===== config.mk =====
export PLATFORM = sky130hd
export DESIGN_NAME = urx_ctrl
export DESIGN_NICKNAME = d
export VERILOG_FILES = /design/src/hw/urx_pkg.sv /design/src/hw/urx_fifo.sv /design/src/hw/urx_split.sv /design/src/hw/urx_ctrl.sv
export VERILOG_INCLUDE_DIRS = /design/src /design/src/hw
export SDC_FILE = /design/constraint.sdc
export NUM_CORES = 1
export LEC_CHECK = 0
export ABC_AREA = 1
export BUFFER_PORTS_ARGS = -buffer_cell sky130_fd_sc_hd__buf_2
export CAP_MARGIN = 20
export CORE_MARGIN = 1.5
export CORE_UTILIZATION = 30
export DETAILED_ROUTE_END_ITERATION = 6
export HOLD_SLACK_MARGIN = 0.12
export PLACE_DENSITY = 0.56
export SLEW_MARGIN = 20
export SYNTH_ARGS = -nofsm -noshare
export SYNTH_HDL_FRONTEND = slang
export SYNTH_HIERARCHICAL = 1
export SYNTH_SLANG_ARGS = --single-unit

===== constraint.sdc =====
create_clock -name sys_clk_i -period 5.8 [get_ports sys_clk_i]
set_clock_uncertainty 0.05 [all_clocks]
set_input_delay 0.58 -clock sys_clk_i [delete_from_list [all_inputs] [get_ports sys_clk_i]]
set_output_delay 0.58 -clock sys_clk_i [all_outputs]
set_load 0.1 [all_outputs]

===== src/hw/urx_cfg.svh =====
// register map, field positions, reset values and counts of the rx endpoint block
`ifndef URX_CFG_SVH
`define URX_CFG_SVH
// ==========================================================
// register offsets (byte addresses)
`define URX_OFS_CSR 8'h00
`define URX_OFS_CFG 8'h04
`define URX_OFS_DATA 8'h08
`define URX_OFS_PAYLOAD 8'h0C
// ==========================================================
// endpoint control/status field positions
`define URX_BIT_OVR_ERR 18
`define URX_BIT_NO_SPACE 17
`define URX_BIT_PKT_WAIT 16
`define URX_FACTOR_HI 15
`define URX_FACTOR_LO 11
`define URX_LIMIT_HI 10
`define URX_LIMIT_LO 0
// configuration field positions
`define URX_BIT_HOST 0
`define URX_XFER_HI 2
`define URX_XFER_LO 1
`define URX_BIT_HS 3
`define URX_TXLIM_HI 14
`define URX_TXLIM_LO 4
// ==========================================================
// reset values and counts
`define URX_RST_FACTOR 5'h00
`define URX_RST_LIMIT 11'h000
`define URX_RST_TXLIM 11'h000
`define URX_NODATA_TRIES 2'h3
`define URX_HS_MAX_TXN 6'h03
`define URX_RESP_OKAY 2'h0
`define URX_RESP_SLVERR 2'h2
`endif


===== src/hw/urx_pkg.sv =====
// shared types of the rx endpoint block
`include "urx_cfg.svh"
package urx_pkg;
  // transfer type of the endpoint, in register encoding order
  typedef enum logic [1:0] {URX_CTRL, URX_ISO, URX_BULK, URX_INTR} urx_xfer_t;

  // one usb transaction issued by the splitter
  typedef struct packed {
    logic [10:0] len;
    logic [5:0] idx;
    logic last;
  } urx_txn_t;

  typedef enum {URX_SPL_IDLE, URX_SPL_SEND} urx_spl_fsm_t;

  typedef struct packed {
    logic aw_got;
    logic w_got;
    logic [7:0] awaddr;
    logic [31:0] wdata;
    logic [3:0] wstrb;
    logic bvalid;
    logic [1:0] bresp;
    logic rvalid;
    logic [1:0] rresp;
    logic [31:0] rdata;
    logic overrun;
    logic nodata_err;
    logic pkt_wait;
    logic [4:0] factor;
    logic [10:0] rx_limit;
    logic host;
    urx_xfer_t xfer;
    logic hs;
    logic [10:0] tx_limit;
    logic [1:0] miss_cnt;
    logic pkt_ev;
    logic err_ev;
  } urx_state_t;
endpackage


===== src/hw/urx_fifo.sv =====
// flip-flop fifo with valid/ready on both sides
`timescale 1ns/1ps
`default_nettype none
module urx_fifo #(
  parameter int WIDTH = 32,
  parameter int DEPTH = 4
) (
  input wire logic sys_clk_i,
  input wire logic rst_b_i,
  input wire logic in_valid_i,
  output logic in_ready_o,
  input wire logic [WIDTH-1:0] in_data_i,
  output logic out_valid_o,
  input wire logic out_ready_i,
  output logic [WIDTH-1:0] out_data_o,
  output logic full_o,
  output logic [$clog2(DEPTH+1)-1:0] count_o
);
  localparam int PW = (DEPTH > 1) ? $clog2(DEPTH) : 1;
  localparam int CW = $clog2(DEPTH+1);

  typedef struct packed {
    logic [DEPTH-1:0][WIDTH-1:0] mem;
    logic [PW-1:0] wr;
    logic [PW-1:0] rd;
    logic [CW-1:0] cnt;
  } urx_fifo_state_t;

  urx_fifo_state_t st_ff, nxt_st;
  logic push, pop;

  assign full_o = (st_ff.cnt == CW'(DEPTH));
  assign in_ready_o = !full_o;
  assign out_valid_o = (st_ff.cnt != '0);
  assign out_data_o = st_ff.mem[st_ff.rd];
  assign count_o = st_ff.cnt;
  assign push = in_valid_i && in_ready_o;
  assign pop = out_valid_o && out_ready_i;

  // pointer wrap written out so that non-power-of-two depths work
  function automatic logic [PW-1:0] bump(input logic [PW-1:0] p);
    bump = (p == PW'(DEPTH-1)) ? '0 : PW'(p + 1'b1);
  endfunction

  always_comb begin
    nxt_st = st_ff;
    if (push) begin
      nxt_st.mem[st_ff.wr] = in_data_i;
      nxt_st.wr = bump(st_ff.wr);
    end
    if (pop) begin
      nxt_st.rd = bump(st_ff.rd);
    end
    if (push && !pop) begin
      nxt_st.cnt = CW'(st_ff.cnt + 1'b1);
    end else if (pop && !push) begin
      nxt_st.cnt = CW'(st_ff.cnt - 1'b1);
    end
  end

  always_ff @(posedge sys_clk_i) begin
    if (!rst_b_i) begin
      st_ff <= '0;
    end else begin
      st_ff <= nxt_st;
    end
  end
endmodule
`default_nettype wire


===== src/hw/urx_split.sv =====
// splits one transmit start into the usb transactions the endpoint allows
`timescale 1ns/1ps
`default_nettype none
module urx_split
  import urx_pkg::*;
(
  input wire logic sys_clk_i,
  input wire logic rst_b_i,
  input wire logic start_i,
  input wire urx_xfer_t xfer_i,
  input wire logic hs_i,
  input wire logic [4:0] factor_i,
  input wire logic [10:0] tx_limit_i,
  output logic busy_o,
  output logic txn_valid_o,
  input wire logic txn_ready_i,
  output urx_txn_t txn_o
);
  typedef struct packed {
    urx_spl_fsm_t fsm;
    logic [5:0] total;
    logic [5:0] idx;
    logic [10:0] len;
  } urx_spl_state_t;

  urx_spl_state_t st_ff, nxt_st;

  // number of transactions one start produces
  function automatic logic [5:0] txn_count(input urx_xfer_t x, input logic hs,
                                           input logic [4:0] f);
    logic [5:0] fx;
    fx = {1'b0, f};
    txn_count = 6'h01;
    if (x == URX_BULK) begin
      txn_count = 6'(fx + 6'h01);
    end else if (hs && (x == URX_ISO || x == URX_INTR)) begin
      // a factor outside 1..3 is clamped rather than trusted
      txn_count = (fx > `URX_HS_MAX_TXN) ? `URX_HS_MAX_TXN :
                  (fx == 6'h00) ? 6'h01 : fx;
    end
  endfunction

  assign busy_o = (st_ff.fsm == URX_SPL_SEND);
  assign txn_valid_o = busy_o;
  assign txn_o = '{len: st_ff.len, idx: st_ff.idx,
                   last: (6'(st_ff.idx + 6'h01) == st_ff.total)};

  always_comb begin
    nxt_st = st_ff;
    unique case (st_ff.fsm)
      URX_SPL_IDLE: begin
        if (start_i) begin
          nxt_st.fsm = URX_SPL_SEND;
          nxt_st.total = txn_count(xfer_i, hs_i, factor_i);
          nxt_st.idx = 6'h00;
          nxt_st.len = tx_limit_i;
        end
      end
      URX_SPL_SEND: begin
        if (txn_ready_i) begin
          nxt_st.idx = 6'(st_ff.idx + 6'h01);
          if (txn_o.last) begin
            nxt_st.fsm = URX_SPL_IDLE;
          end
        end
      end
    endcase
  end

  always_ff @(posedge sys_clk_i) begin
    if (!rst_b_i) begin
      st_ff <= '{fsm: URX_SPL_IDLE, default: '0};
    end else begin
      st_ff <= nxt_st;
    end
  end
endmodule
`default_nettype wire


===== src/hw/urx_ctrl.sv =====
// rx endpoint control/status block with axi4-lite register slave
// ==========================================================
`timescale 1ns/1ps
`default_nettype none
module urx_ctrl
  import urx_pkg::*;
#(
  parameter int ADDR_W = 8,
  parameter int DEPTH = 4
) (
  input wire logic sys_clk_i,
  input wire logic rst_b_i,
  // axi4-lite slave
  input wire logic s_axi_awvalid_i,
  output logic s_axi_awready_o,
  input wire logic [ADDR_W-1:0] s_axi_awaddr_i,
  input wire logic s_axi_wvalid_i,
  output logic s_axi_wready_o,
  input wire logic [31:0] s_axi_wdata_i,
  input wire logic [3:0] s_axi_wstrb_i,
  output logic s_axi_bvalid_o,
  input wire logic s_axi_bready_i,
  output logic [1:0] s_axi_bresp_o,
  input wire logic s_axi_arvalid_i,
  output logic s_axi_arready_o,
  input wire logic [ADDR_W-1:0] s_axi_araddr_i,
  output logic s_axi_rvalid_o,
  input wire logic s_axi_rready_i,
  output logic [31:0] s_axi_rdata_o,
  output logic [1:0] s_axi_rresp_o,
  // receive packets from the usb packet engine
  input wire logic rx_valid_i,
  output logic rx_ready_o,
  input wire logic [31:0] rx_data_i,
  // host-mode receive attempts
  input wire logic rx_try_i,
  input wire logic rx_try_nodata_i,
  // transaction splitting toward the packet engine
  input wire logic tx_start_i,
  output logic tx_busy_o,
  output logic txn_valid_o,
  input wire logic txn_ready_i,
  output urx_txn_t txn_o,
  // events for the controller's interrupt collector
  output logic pkt_event_o,
  output logic err_event_o
);
  urx_state_t st_ff, nxt_st;
  logic fifo_full, fifo_out_valid, fifo_pop, rx_take;
  logic [31:0] fifo_out_data;
  logic [$clog2(DEPTH+1)-1:0] fifo_count;
  logic [16:0] payload;
  logic [31:0] csr_view, wmask;
  logic aw_hs, w_hs, ar_hs, wr_commit;
  logic [7:0] ar_ofs;

  // ==========================================================
  // address decode
  function automatic logic map_hit(input logic [7:0] a);
    map_hit = (a == `URX_OFS_CSR) || (a == `URX_OFS_CFG) ||
              (a == `URX_OFS_DATA) || (a == `URX_OFS_PAYLOAD);
  endfunction

  function automatic logic [31:0] lane_mask(input logic [3:0] s);
    lane_mask = {{8{s[3]}}, {8{s[2]}}, {8{s[1]}}, {8{s[0]}}};
  endfunction

  // ==========================================================
  // receive queue and splitter
  urx_fifo #(.WIDTH(32), .DEPTH(DEPTH)) u_fifo (
    .sys_clk_i(sys_clk_i),
    .rst_b_i(rst_b_i),
    .in_valid_i(rx_valid_i),
    .in_ready_o(rx_ready_o),
    .in_data_i(rx_data_i),
    .out_valid_o(fifo_out_valid),
    .out_ready_i(fifo_pop),
    .out_data_o(fifo_out_data),
    .full_o(fifo_full),
    .count_o(fifo_count)
  );

  urx_split u_split (
    .sys_clk_i(sys_clk_i),
    .rst_b_i(rst_b_i),
    .start_i(tx_start_i),
    .xfer_i(st_ff.xfer),
    .hs_i(st_ff.hs),
    .factor_i(st_ff.factor),
    .tx_limit_i(st_ff.tx_limit),
    .busy_o(tx_busy_o),
    .txn_valid_o(txn_valid_o),
    .txn_ready_i(txn_ready_i),
    .txn_o(txn_o)
  );

  // ==========================================================
  // status view and bus handshakes
  assign payload = 17'(st_ff.tx_limit) * 17'(6'(st_ff.factor) + 6'h01);
  assign rx_take = rx_valid_i && rx_ready_o;

  always_comb begin
    csr_view = '0;
    // the shared position shows overrun in device mode except bulk, no-data error in host mode except iso
    if (st_ff.host) begin
      csr_view[`URX_BIT_OVR_ERR] = st_ff.nodata_err && (st_ff.xfer != URX_ISO);
    end else begin
      csr_view[`URX_BIT_OVR_ERR] = st_ff.overrun && (st_ff.xfer != URX_BULK);
    end
    csr_view[`URX_BIT_NO_SPACE] = fifo_full;
    csr_view[`URX_BIT_PKT_WAIT] = st_ff.pkt_wait;
    csr_view[`URX_FACTOR_HI:`URX_FACTOR_LO] = st_ff.factor;
    csr_view[`URX_LIMIT_HI:`URX_LIMIT_LO] = st_ff.rx_limit;
  end

  assign s_axi_awready_o = !st_ff.aw_got && !st_ff.bvalid;
  assign s_axi_wready_o = !st_ff.w_got && !st_ff.bvalid;
  assign s_axi_arready_o = !st_ff.rvalid;
  assign aw_hs = s_axi_awvalid_i && s_axi_awready_o;
  assign w_hs = s_axi_wvalid_i && s_axi_wready_o;
  assign ar_hs = s_axi_arvalid_i && s_axi_arready_o;
  assign wr_commit = st_ff.aw_got && st_ff.w_got && !st_ff.bvalid;
  assign ar_ofs = 8'(s_axi_araddr_i);
  // a data read pops one word; an empty queue reads zero and pops nothing
  assign fifo_pop = ar_hs && (ar_ofs == `URX_OFS_DATA);
  assign wmask = lane_mask(st_ff.wstrb);
  assign s_axi_bvalid_o = st_ff.bvalid;
  assign s_axi_bresp_o = st_ff.bresp;
  assign s_axi_rvalid_o = st_ff.rvalid;
  assign s_axi_rdata_o = st_ff.rdata;
  assign s_axi_rresp_o = st_ff.rresp;
  assign pkt_event_o = st_ff.pkt_ev;
  assign err_event_o = st_ff.err_ev;

  // ==========================================================
  // next state
  always_comb begin
    nxt_st = st_ff;
    nxt_st.pkt_ev = 1'b0;
    nxt_st.err_ev = 1'b0;
    if (aw_hs) begin
      nxt_st.aw_got = 1'b1;
      nxt_st.awaddr = 8'(s_axi_awaddr_i);
    end
    if (w_hs) begin
      nxt_st.w_got = 1'b1;
      nxt_st.wdata = s_axi_wdata_i;
      nxt_st.wstrb = s_axi_wstrb_i;
    end
    if (st_ff.bvalid && s_axi_bready_i) begin
      nxt_st.bvalid = 1'b0;
    end
    // software writes: clears first so that hardware sets below win
    if (wr_commit) begin
      nxt_st.aw_got = 1'b0;
      nxt_st.w_got = 1'b0;
      nxt_st.bvalid = 1'b1;
      nxt_st.bresp = map_hit(st_ff.awaddr) ? `URX_RESP_OKAY : `URX_RESP_SLVERR;
      if (st_ff.awaddr == `URX_OFS_CSR) begin
        // only a zero clears a flag, a one is ignored
        if (wmask[`URX_BIT_OVR_ERR] && !st_ff.wdata[`URX_BIT_OVR_ERR]) begin
          nxt_st.overrun = 1'b0;
          nxt_st.nodata_err = 1'b0;
        end
        if (wmask[`URX_BIT_PKT_WAIT] && !st_ff.wdata[`URX_BIT_PKT_WAIT]) begin
          nxt_st.pkt_wait = 1'b0;
        end
        nxt_st.factor = (st_ff.factor & ~wmask[`URX_FACTOR_HI:`URX_FACTOR_LO]) |
                        (st_ff.wdata[`URX_FACTOR_HI:`URX_FACTOR_LO] &
                         wmask[`URX_FACTOR_HI:`URX_FACTOR_LO]);
        nxt_st.rx_limit = (st_ff.rx_limit & ~wmask[`URX_LIMIT_HI:`URX_LIMIT_LO]) |
                          (st_ff.wdata[`URX_LIMIT_HI:`URX_LIMIT_LO] &
                           wmask[`URX_LIMIT_HI:`URX_LIMIT_LO]);
      end else if (st_ff.awaddr == `URX_OFS_CFG) begin
        if (st_ff.wstrb[0]) begin
          nxt_st.host = st_ff.wdata[`URX_BIT_HOST];
          nxt_st.xfer = urx_xfer_t'(st_ff.wdata[`URX_XFER_HI:`URX_XFER_LO]);
          nxt_st.hs = st_ff.wdata[`URX_BIT_HS];
        end
        nxt_st.tx_limit = (st_ff.tx_limit & ~wmask[`URX_TXLIM_HI:`URX_TXLIM_LO]) |
                          (st_ff.wdata[`URX_TXLIM_HI:`URX_TXLIM_LO] &
                           wmask[`URX_TXLIM_HI:`URX_TXLIM_LO]);
      end
    end
    // software reads
    if (st_ff.rvalid && s_axi_rready_i) begin
      nxt_st.rvalid = 1'b0;
    end
    if (ar_hs) begin
      nxt_st.rvalid = 1'b1;
      nxt_st.rresp = map_hit(ar_ofs) ? `URX_RESP_OKAY : `URX_RESP_SLVERR;
      nxt_st.rdata = '0;
      if (ar_ofs == `URX_OFS_CSR) begin
        nxt_st.rdata = csr_view;
      end else if (ar_ofs == `URX_OFS_CFG) begin
        nxt_st.rdata[`URX_BIT_HOST] = st_ff.host;
        nxt_st.rdata[`URX_XFER_HI:`URX_XFER_LO] = st_ff.xfer;
        nxt_st.rdata[`URX_BIT_HS] = st_ff.hs;
        nxt_st.rdata[`URX_TXLIM_HI:`URX_TXLIM_LO] = st_ff.tx_limit;
      end else if (ar_ofs == `URX_OFS_DATA) begin
        nxt_st.rdata = fifo_out_valid ? fifo_out_data : '0;
      end else if (ar_ofs == `URX_OFS_PAYLOAD) begin
        nxt_st.rdata = 32'(payload);
      end
    end
    // hardware events
    if (rx_take) begin
      nxt_st.pkt_wait = 1'b1;
      nxt_st.pkt_ev = 1'b1;
    end
    // a device-mode iso packet that meets a full queue is held off, and the overrun flag remembers it
    if (!st_ff.host && st_ff.xfer == URX_ISO && rx_valid_i && !rx_ready_o) begin
      nxt_st.overrun = 1'b1;
    end
    if (st_ff.host && rx_try_i) begin
      if (!rx_try_nodata_i) begin
        nxt_st.miss_cnt = 2'h0;
      end else if (st_ff.xfer == URX_BULK || st_ff.xfer == URX_INTR) begin
        if (2'(st_ff.miss_cnt + 2'h1) == `URX_NODATA_TRIES) begin
          nxt_st.miss_cnt = 2'h0;
          nxt_st.nodata_err = 1'b1;
          nxt_st.err_ev = 1'b1;
        end else begin
          nxt_st.miss_cnt = 2'(st_ff.miss_cnt + 2'h1);
        end
      end
    end
  end

  always_ff @(posedge sys_clk_i) begin
    if (!rst_b_i) begin
      st_ff <= '{factor: `URX_RST_FACTOR, rx_limit: `URX_RST_LIMIT,
                 tx_limit: `URX_RST_TXLIM, xfer: URX_CTRL, default: '0};
    end else begin
      st_ff <= nxt_st;
    end
  end
endmodule
`default_nettype wire


* Word level (Yosys, flattened, before mapping) *
Index checks and enable logic that the tools add are counted.

storage, ports and cells
  register bits after elaboration = 298
  latch bits = 0
  RAM bits = 0
  ROM bits = 0
  input bits = 96
  output and inout port bits = 64
  word-level logic and storage cells = 199
  memories = 0

operators by class
  add/sub/neg operators = 8
  $mul = 1
  divide/modulo/power cells = 0
  $lt $le $gt $ge = 4
  equal/unequal tests = 22
  shifts and indexed selects = 0
  multiplexer cells = 50
  bitwise logic cells = 14
  reduce and logical (&&, ||, !) cells = 67

operators by type and width
  kind                   count
  $mux W32               7
  $bwmux W128            1
  $bmux W32 S2           1
  $demux W32 S2          1
  $pmux W32 S2           1
  $mux W55               1
  $mux W15               3
  $and A11 B11 Y11       4
  $mux W35               1
  $mux W17               2
  $mux W34               1
  $eq A32 B1 Y1 const B  1
  $eq A32 B2 Y1 const B  1
  $eq A8 B4 Y1 const B   4
  $logic_not A32 Y1      1
  $logic_and A1 B1 Y1    24
  $mux W6                4
  $not A11 Y11           2
  $or A11 B11 Y11        2
  $mux W19               1
  $reduce_bool A2 Y1     9
  $mul A11 B6 Y17        1
  $eq A8 B3 Y1 const B   2
  $logic_not A8 Y1       2
  32 further kinds       89

* Logic depth before layout (Yosys ltp) *
  word-level depth = 10
  mapped depth = 24
  mapped depth without buffers = 24

* Hierarchy *
Netlist, hierarchy kept.

by module, submodules not included
  module     instances  cells an instance  area each (um^2)  sequential area each (um^2)
  urx_fifo   1          1,243              7,559.8           2,702.6
  urx_ctrl   1          946                6,749.0           2,102.0
  urx_split  1          206                1,383.8           480.5

* Worst setup path before layout *
No wires, ideal clock.

  path kind = register -> register
  start = register st_ff (netlist bit csr_view[11])
  end = register st_ff (netlist bit s_axi_rdata_o[11])
  library setup time = 132 ps
  arrival time = 3,908 ps
  data required time = 5,618 ps
  setup slack = 1,710 ps
  cell stages (with the launch flop) = 20
  path buffers = 1
  clock period less this slack = 4,090 ps
  cells stage by stage = dfxtp_1 -> ha_1 -> xnor2_1 -> clkbuf_1 -> nor2_1 -> fa_1 -> inv_1 -> fa_1 -> fa_1 -> inv_1 -> ha_1 -> nand3_1 -> nand3_1 -> nand3_1 -> nand2_1 -> or2_2 -> nand3_1 -> nand3_1 -> nand2_1 -> a21oi_1

between the ends
  cells in the longest elaborated chain, start to end = 6

RTL lines
  what                      line             text
  start: declaration        urx_ctrl.sv:48   urx_state_t st_ff, nxt_st;
  start signal: assignment  urx_ctrl.sv:232  st_ff <= '{factor: `URX_RST_FACTOR, rx_limit: `URX_RST_LIMIT,
  start signal: assignment  urx_ctrl.sv:235  st_ff <= nxt_st;
  $add A5 B1 Y6             urx_ctrl.sv:99   assign payload = 17'(st_ff.tx_limit) * 17'(6'(st_ff.factor) + 6'h01);
  $mul A11 B6 Y17           urx_ctrl.sv:99
  $mux W17                  urx_ctrl.sv:202  end else if (ar_ofs == `URX_OFS_PAYLOAD) begin
  $mux W32                  urx_ctrl.sv:200  end else if (ar_ofs == `URX_OFS_DATA) begin
  $mux W15                  urx_ctrl.sv:195  end else if (ar_ofs == `URX_OFS_CFG) begin
  $mux W32 (*)              urx_ctrl.sv:193  if (ar_ofs == `URX_OFS_CSR) begin

Mark *: on every way between the ends. The rest lies on a longest branch, timed or not.
A chain may end at the register's enable or synchronous reset.

* Worst setup path in the final report *
  start = register st_ff (netlist bit csr_view[11])
  end = register st_ff (netlist bit s_axi_rdata_o[15])

between the ends
  cells in the longest elaborated chain, start to end = 6

RTL lines
  what             line
  $add A5 B1 Y6    urx_ctrl.sv:99
  $mul A11 B6 Y17  urx_ctrl.sv:99
  $mux W17         urx_ctrl.sv:202
  $mux W32         urx_ctrl.sv:200
  $mux W17         urx_ctrl.sv:195
  $mux W32         urx_ctrl.sv:193

Every way passes these cells.

==> results by group <==
STA
  • Tcrit/Tclk final: 0.8404
  • Setup violators final: 0
  • WHS: 0.2072 ns
  • Hold Vio Cnt, Final: 0
  • Crit path time final: 4.874 ns
  • TNS Setup: 0 ns
  • Pins Over Slew Limit: 0
  • Least-Margin Pin Slew: 1.082 ns
  • Highest Clock Rate: 0.2052 GHz
  • RSZ-0062 raised after global routing: false
  • Rel. slew slack: 0.2777

Clocking
  • Hold_buf cts: 0
  • Clock transition at path regs: 0.06 ns
  • TritonCTS buffer count: 31
  • Clock tree sinks: 264
  • Post-CTS Resized: 0
  • CTS tree: done
  • Clock Tree Buf Depth: 3
  • Setup bufs post-CTS: 0
  • H-tree levels: 1
  • Worst-Skew Late Latency: 0.59 ns
  • Root Buffer: clkbuf_16

Synthesis
  • Syn Area/Cell: 6.551 µm²
  • Synthesized instance count: 2392
  • Mapped cell area: 0.01567 mm²
  • YS warnings: 6

Placement
  • Cell Area, Placed: 0.01635 mm²
  • Placer's final routability congestion estimate: 0.8551
  • Port bufs: 142
  • Post-DP HPWL: 31620 µm

Drt
  • Final ANT Viol Nets: 0
  • TritonRoute pass-1 iters: 7
  • Vias: 14550
  • DRT iter0 DRCs: 1286
  • Vias per Instance: 4.691
  • WL per Instance: 15.54 µm
  • Routed wire length: 48180 µm
  • Residual DRC: 0

Global route
  • Number of global-route vias before repair: 13330
  • Global-route wire length before repair: 74230 µm
  • Pin count of the biggest net entering global routing: 206
  • Gr ovfl total: 0
  • Initial antenna violation count: 2
  • GRT Total Usage: 0.1745

Die
  • Core area: 0.05151 mm²
  • Site Rows: 83
  • Initial Util: 0.3042
  • Die Area: 0.05361 mm²
  • IO Pins: 160
  • DIE WIDTH: 231.5 µm
  • Die extent in y: 231.5 µm

Final layout
  • Fin area: 0.01751 mm²
  • Fin util: 0.3399
  • Area growth, synth to finish: 11.73%
  • Layout Nets: 2565
  • Diode count: 0
  • Share of cells above drive strength 1: 0.1057
  • Fillers: 5615

Critical path
  • Crit Path Class: register to register
  • Worst r2r src: csr_view[11]
  • Crit-path cells: inv_1, o31ai_1, nand2_1, inv_1, nand2_1, fa_1, inv_1, fa_1, inv_1, fa_1, inv_1, ha_1, nand2_1, nand2_1, nand2_1, nand2_1, a21oi_1, nand3_1, nand2_1, nand3_1, nand2_1, nand2_1, a21oi_1
  • Buf/Inv on CP: 5
  • R2R cell count: 23
  • Crit-path most repeated cell: nand2_1
  • Crit-path max FO: 9
  • CP required: 6.26 ns
  • R2r setup slk: 0.93 ns
  • CP arrival: 5.34 ns
  • CP top delay family: adder cells
  • Reg-to-reg endpoint: s_axi_rdata_o[15]
  • Worst Setup Start Kind: register
  • Critical Path Max Stage Delay: 0.53 ns
  • Crit-path slowest cell: fa_1
  • Endpoint class of the critical path: register

Power and ir drop
  • Pwr Density: 286.4 mW/mm²
  • Max VDD drop: 0.2096 mV
  • LEAKAGE: 8.467 nW
  • Total Power: 0.005014 W

Job
  • Max_cap viols: 0

Worst hold path
  • Worst min-delay path class: input port to register
  • WHS Path Cells: 3
  • Worst Hold End: st_ff[116]
  • Worst Hold Launch: s_axi_awaddr_i[4]

Outcome
  • Outcome: finished clean
registers in the layout, summed over array words and instances, names as in the netlist:
signal          flops
u_fifo/st_ff      132
st_ff              50
s_axi_rdata_o      32
csr_view           17
u_split/txn_o      17
u_split/st_ff       7
u_fifo/count_o      3
err_event_o         1
pkt_event_o         1
s_axi_bresp_o       1
s_axi_bvalid_o      1
s_axi_rresp_o       1
s_axi_rvalid_o      1
power breakdown:
group	switching, W	leakage (nW)	total [W]	internal (W)
clock network	0.000840	0.567	0.00219	0.00135
logic	0.000605	5.75	0.000820	0.000215
registers	0.0000679	2.15	0.00200	0.00193
total	0.00151	8.47	0.00501	0.00350
worst register-to-register path, stage by stage (launching register included):
cell and delay [ns]:
dfxtp_1 0.46, inv_1 0.17, o31ai_1 0.31, nand2_1 0.29, inv_1 0.23, nand2_1 0.09, fa_1 0.49, inv_1 0.05
fa_1 0.53, inv_1 0.05, fa_1 0.53, inv_1 0.05, ha_1 0.36, nand2_1 0.08, nand2_1 0.09, nand2_1 0.07
nand2_1 0.05, a21oi_1 0.24, nand3_1 0.11, nand2_1 0.07, nand3_1 0.07, nand2_1 0.11, nand2_1 0.12, a21oi_1 0.14
metal layers:
layer  global-route usage  vias to the layer above  part of all wire
li1                     -                     7383                 -
met1               0.2374                     6679              0.46
met2               0.2918                      428              0.46
met3              0.02633                       57             0.060
met4              0.03470                        0             0.018
met5                    0                        -                 0
metrics by stage:
step | setup slack [ns] | instances
after floorplan | 1.710 | 2393
after global placement | 1.050 | 3043
after detailed placement | 0.9620 | 3043
after CTS | 0.9554 | 3101
after global routing | 0.5486 | 3101
final | 0.9259 | 3101
placed cells by master (no fill, tap or decap), types with 3 or more instances in the layout:
| cell | count |
|---|---|
| clkbuf_8 | 8 |
| o22ai_1 | 34 |
| bufinv_16 | 6 |
| nand3_2 | 8 |
| ha_1 | 31 |
| nor3_1 | 4 |
| or2_2 | 3 |
| buf_4 | 14 |
| inv_2 | 8 |
| o21ai_0 | 155 |
| fa_1 | 38 |
| nand2_1 | 465 |
| buf_2 | 140 |
| a31oi_1 | 3 |
| o21ai_1 | 6 |
| nand2_2 | 5 |
| nor2_1 | 362 |
| dfxtp_1 | 262 |
| xor2_1 | 3 |
| clkinv_2 | 5 |
| nor2_2 | 3 |
| nand3_1 | 68 |
| clkbuf_16 | 31 |
| inv_1 | 461 |
| nor2_4 | 4 |
| a21oi_1 | 106 |
| ha_2 | 4 |
| o211ai_1 | 5 |
| nand4_1 | 142 |
| clkbuf_1 | 3 |
layout make-up:
| cell class | count | area, µm² | area share |
|---|---|---|---|
| clock buffer | 42 | 897.1 | 0.05124 |
| sequential | 264 | 5288 | 0.3020 |
| tap | 680 | 850.8 | 0.04860 |
| clock inverter | 16 | 257.7 | 0.01472 |
| timing repair buffer | 156 | 837.1 | 0.04781 |
| inverter | 471 | 1773 | 0.1013 |
| multi-input combinational | 1472 | 7605 | 0.4344 |
how the worst max path moves through the flow:
stage	slack, ns	endpoint	cells past startpoint	startpoint
floorplan	1.71	s_axi_rdata_o[11]	19	csr_view[11]
global placement	1.05	s_axi_rdata_o[15]	23	csr_view[11]
detailed placement	0.96	s_axi_rdata_o[15]	23	csr_view[11]
CTS	0.96	s_axi_rdata_o[15]	23	csr_view[11]
global route	0.55	s_axi_rdata_o[15]	23	csr_view[11]
finish	0.93	s_axi_rdata_o[15]	23	csr_view[11]
(Power assumes the default switching activity.)
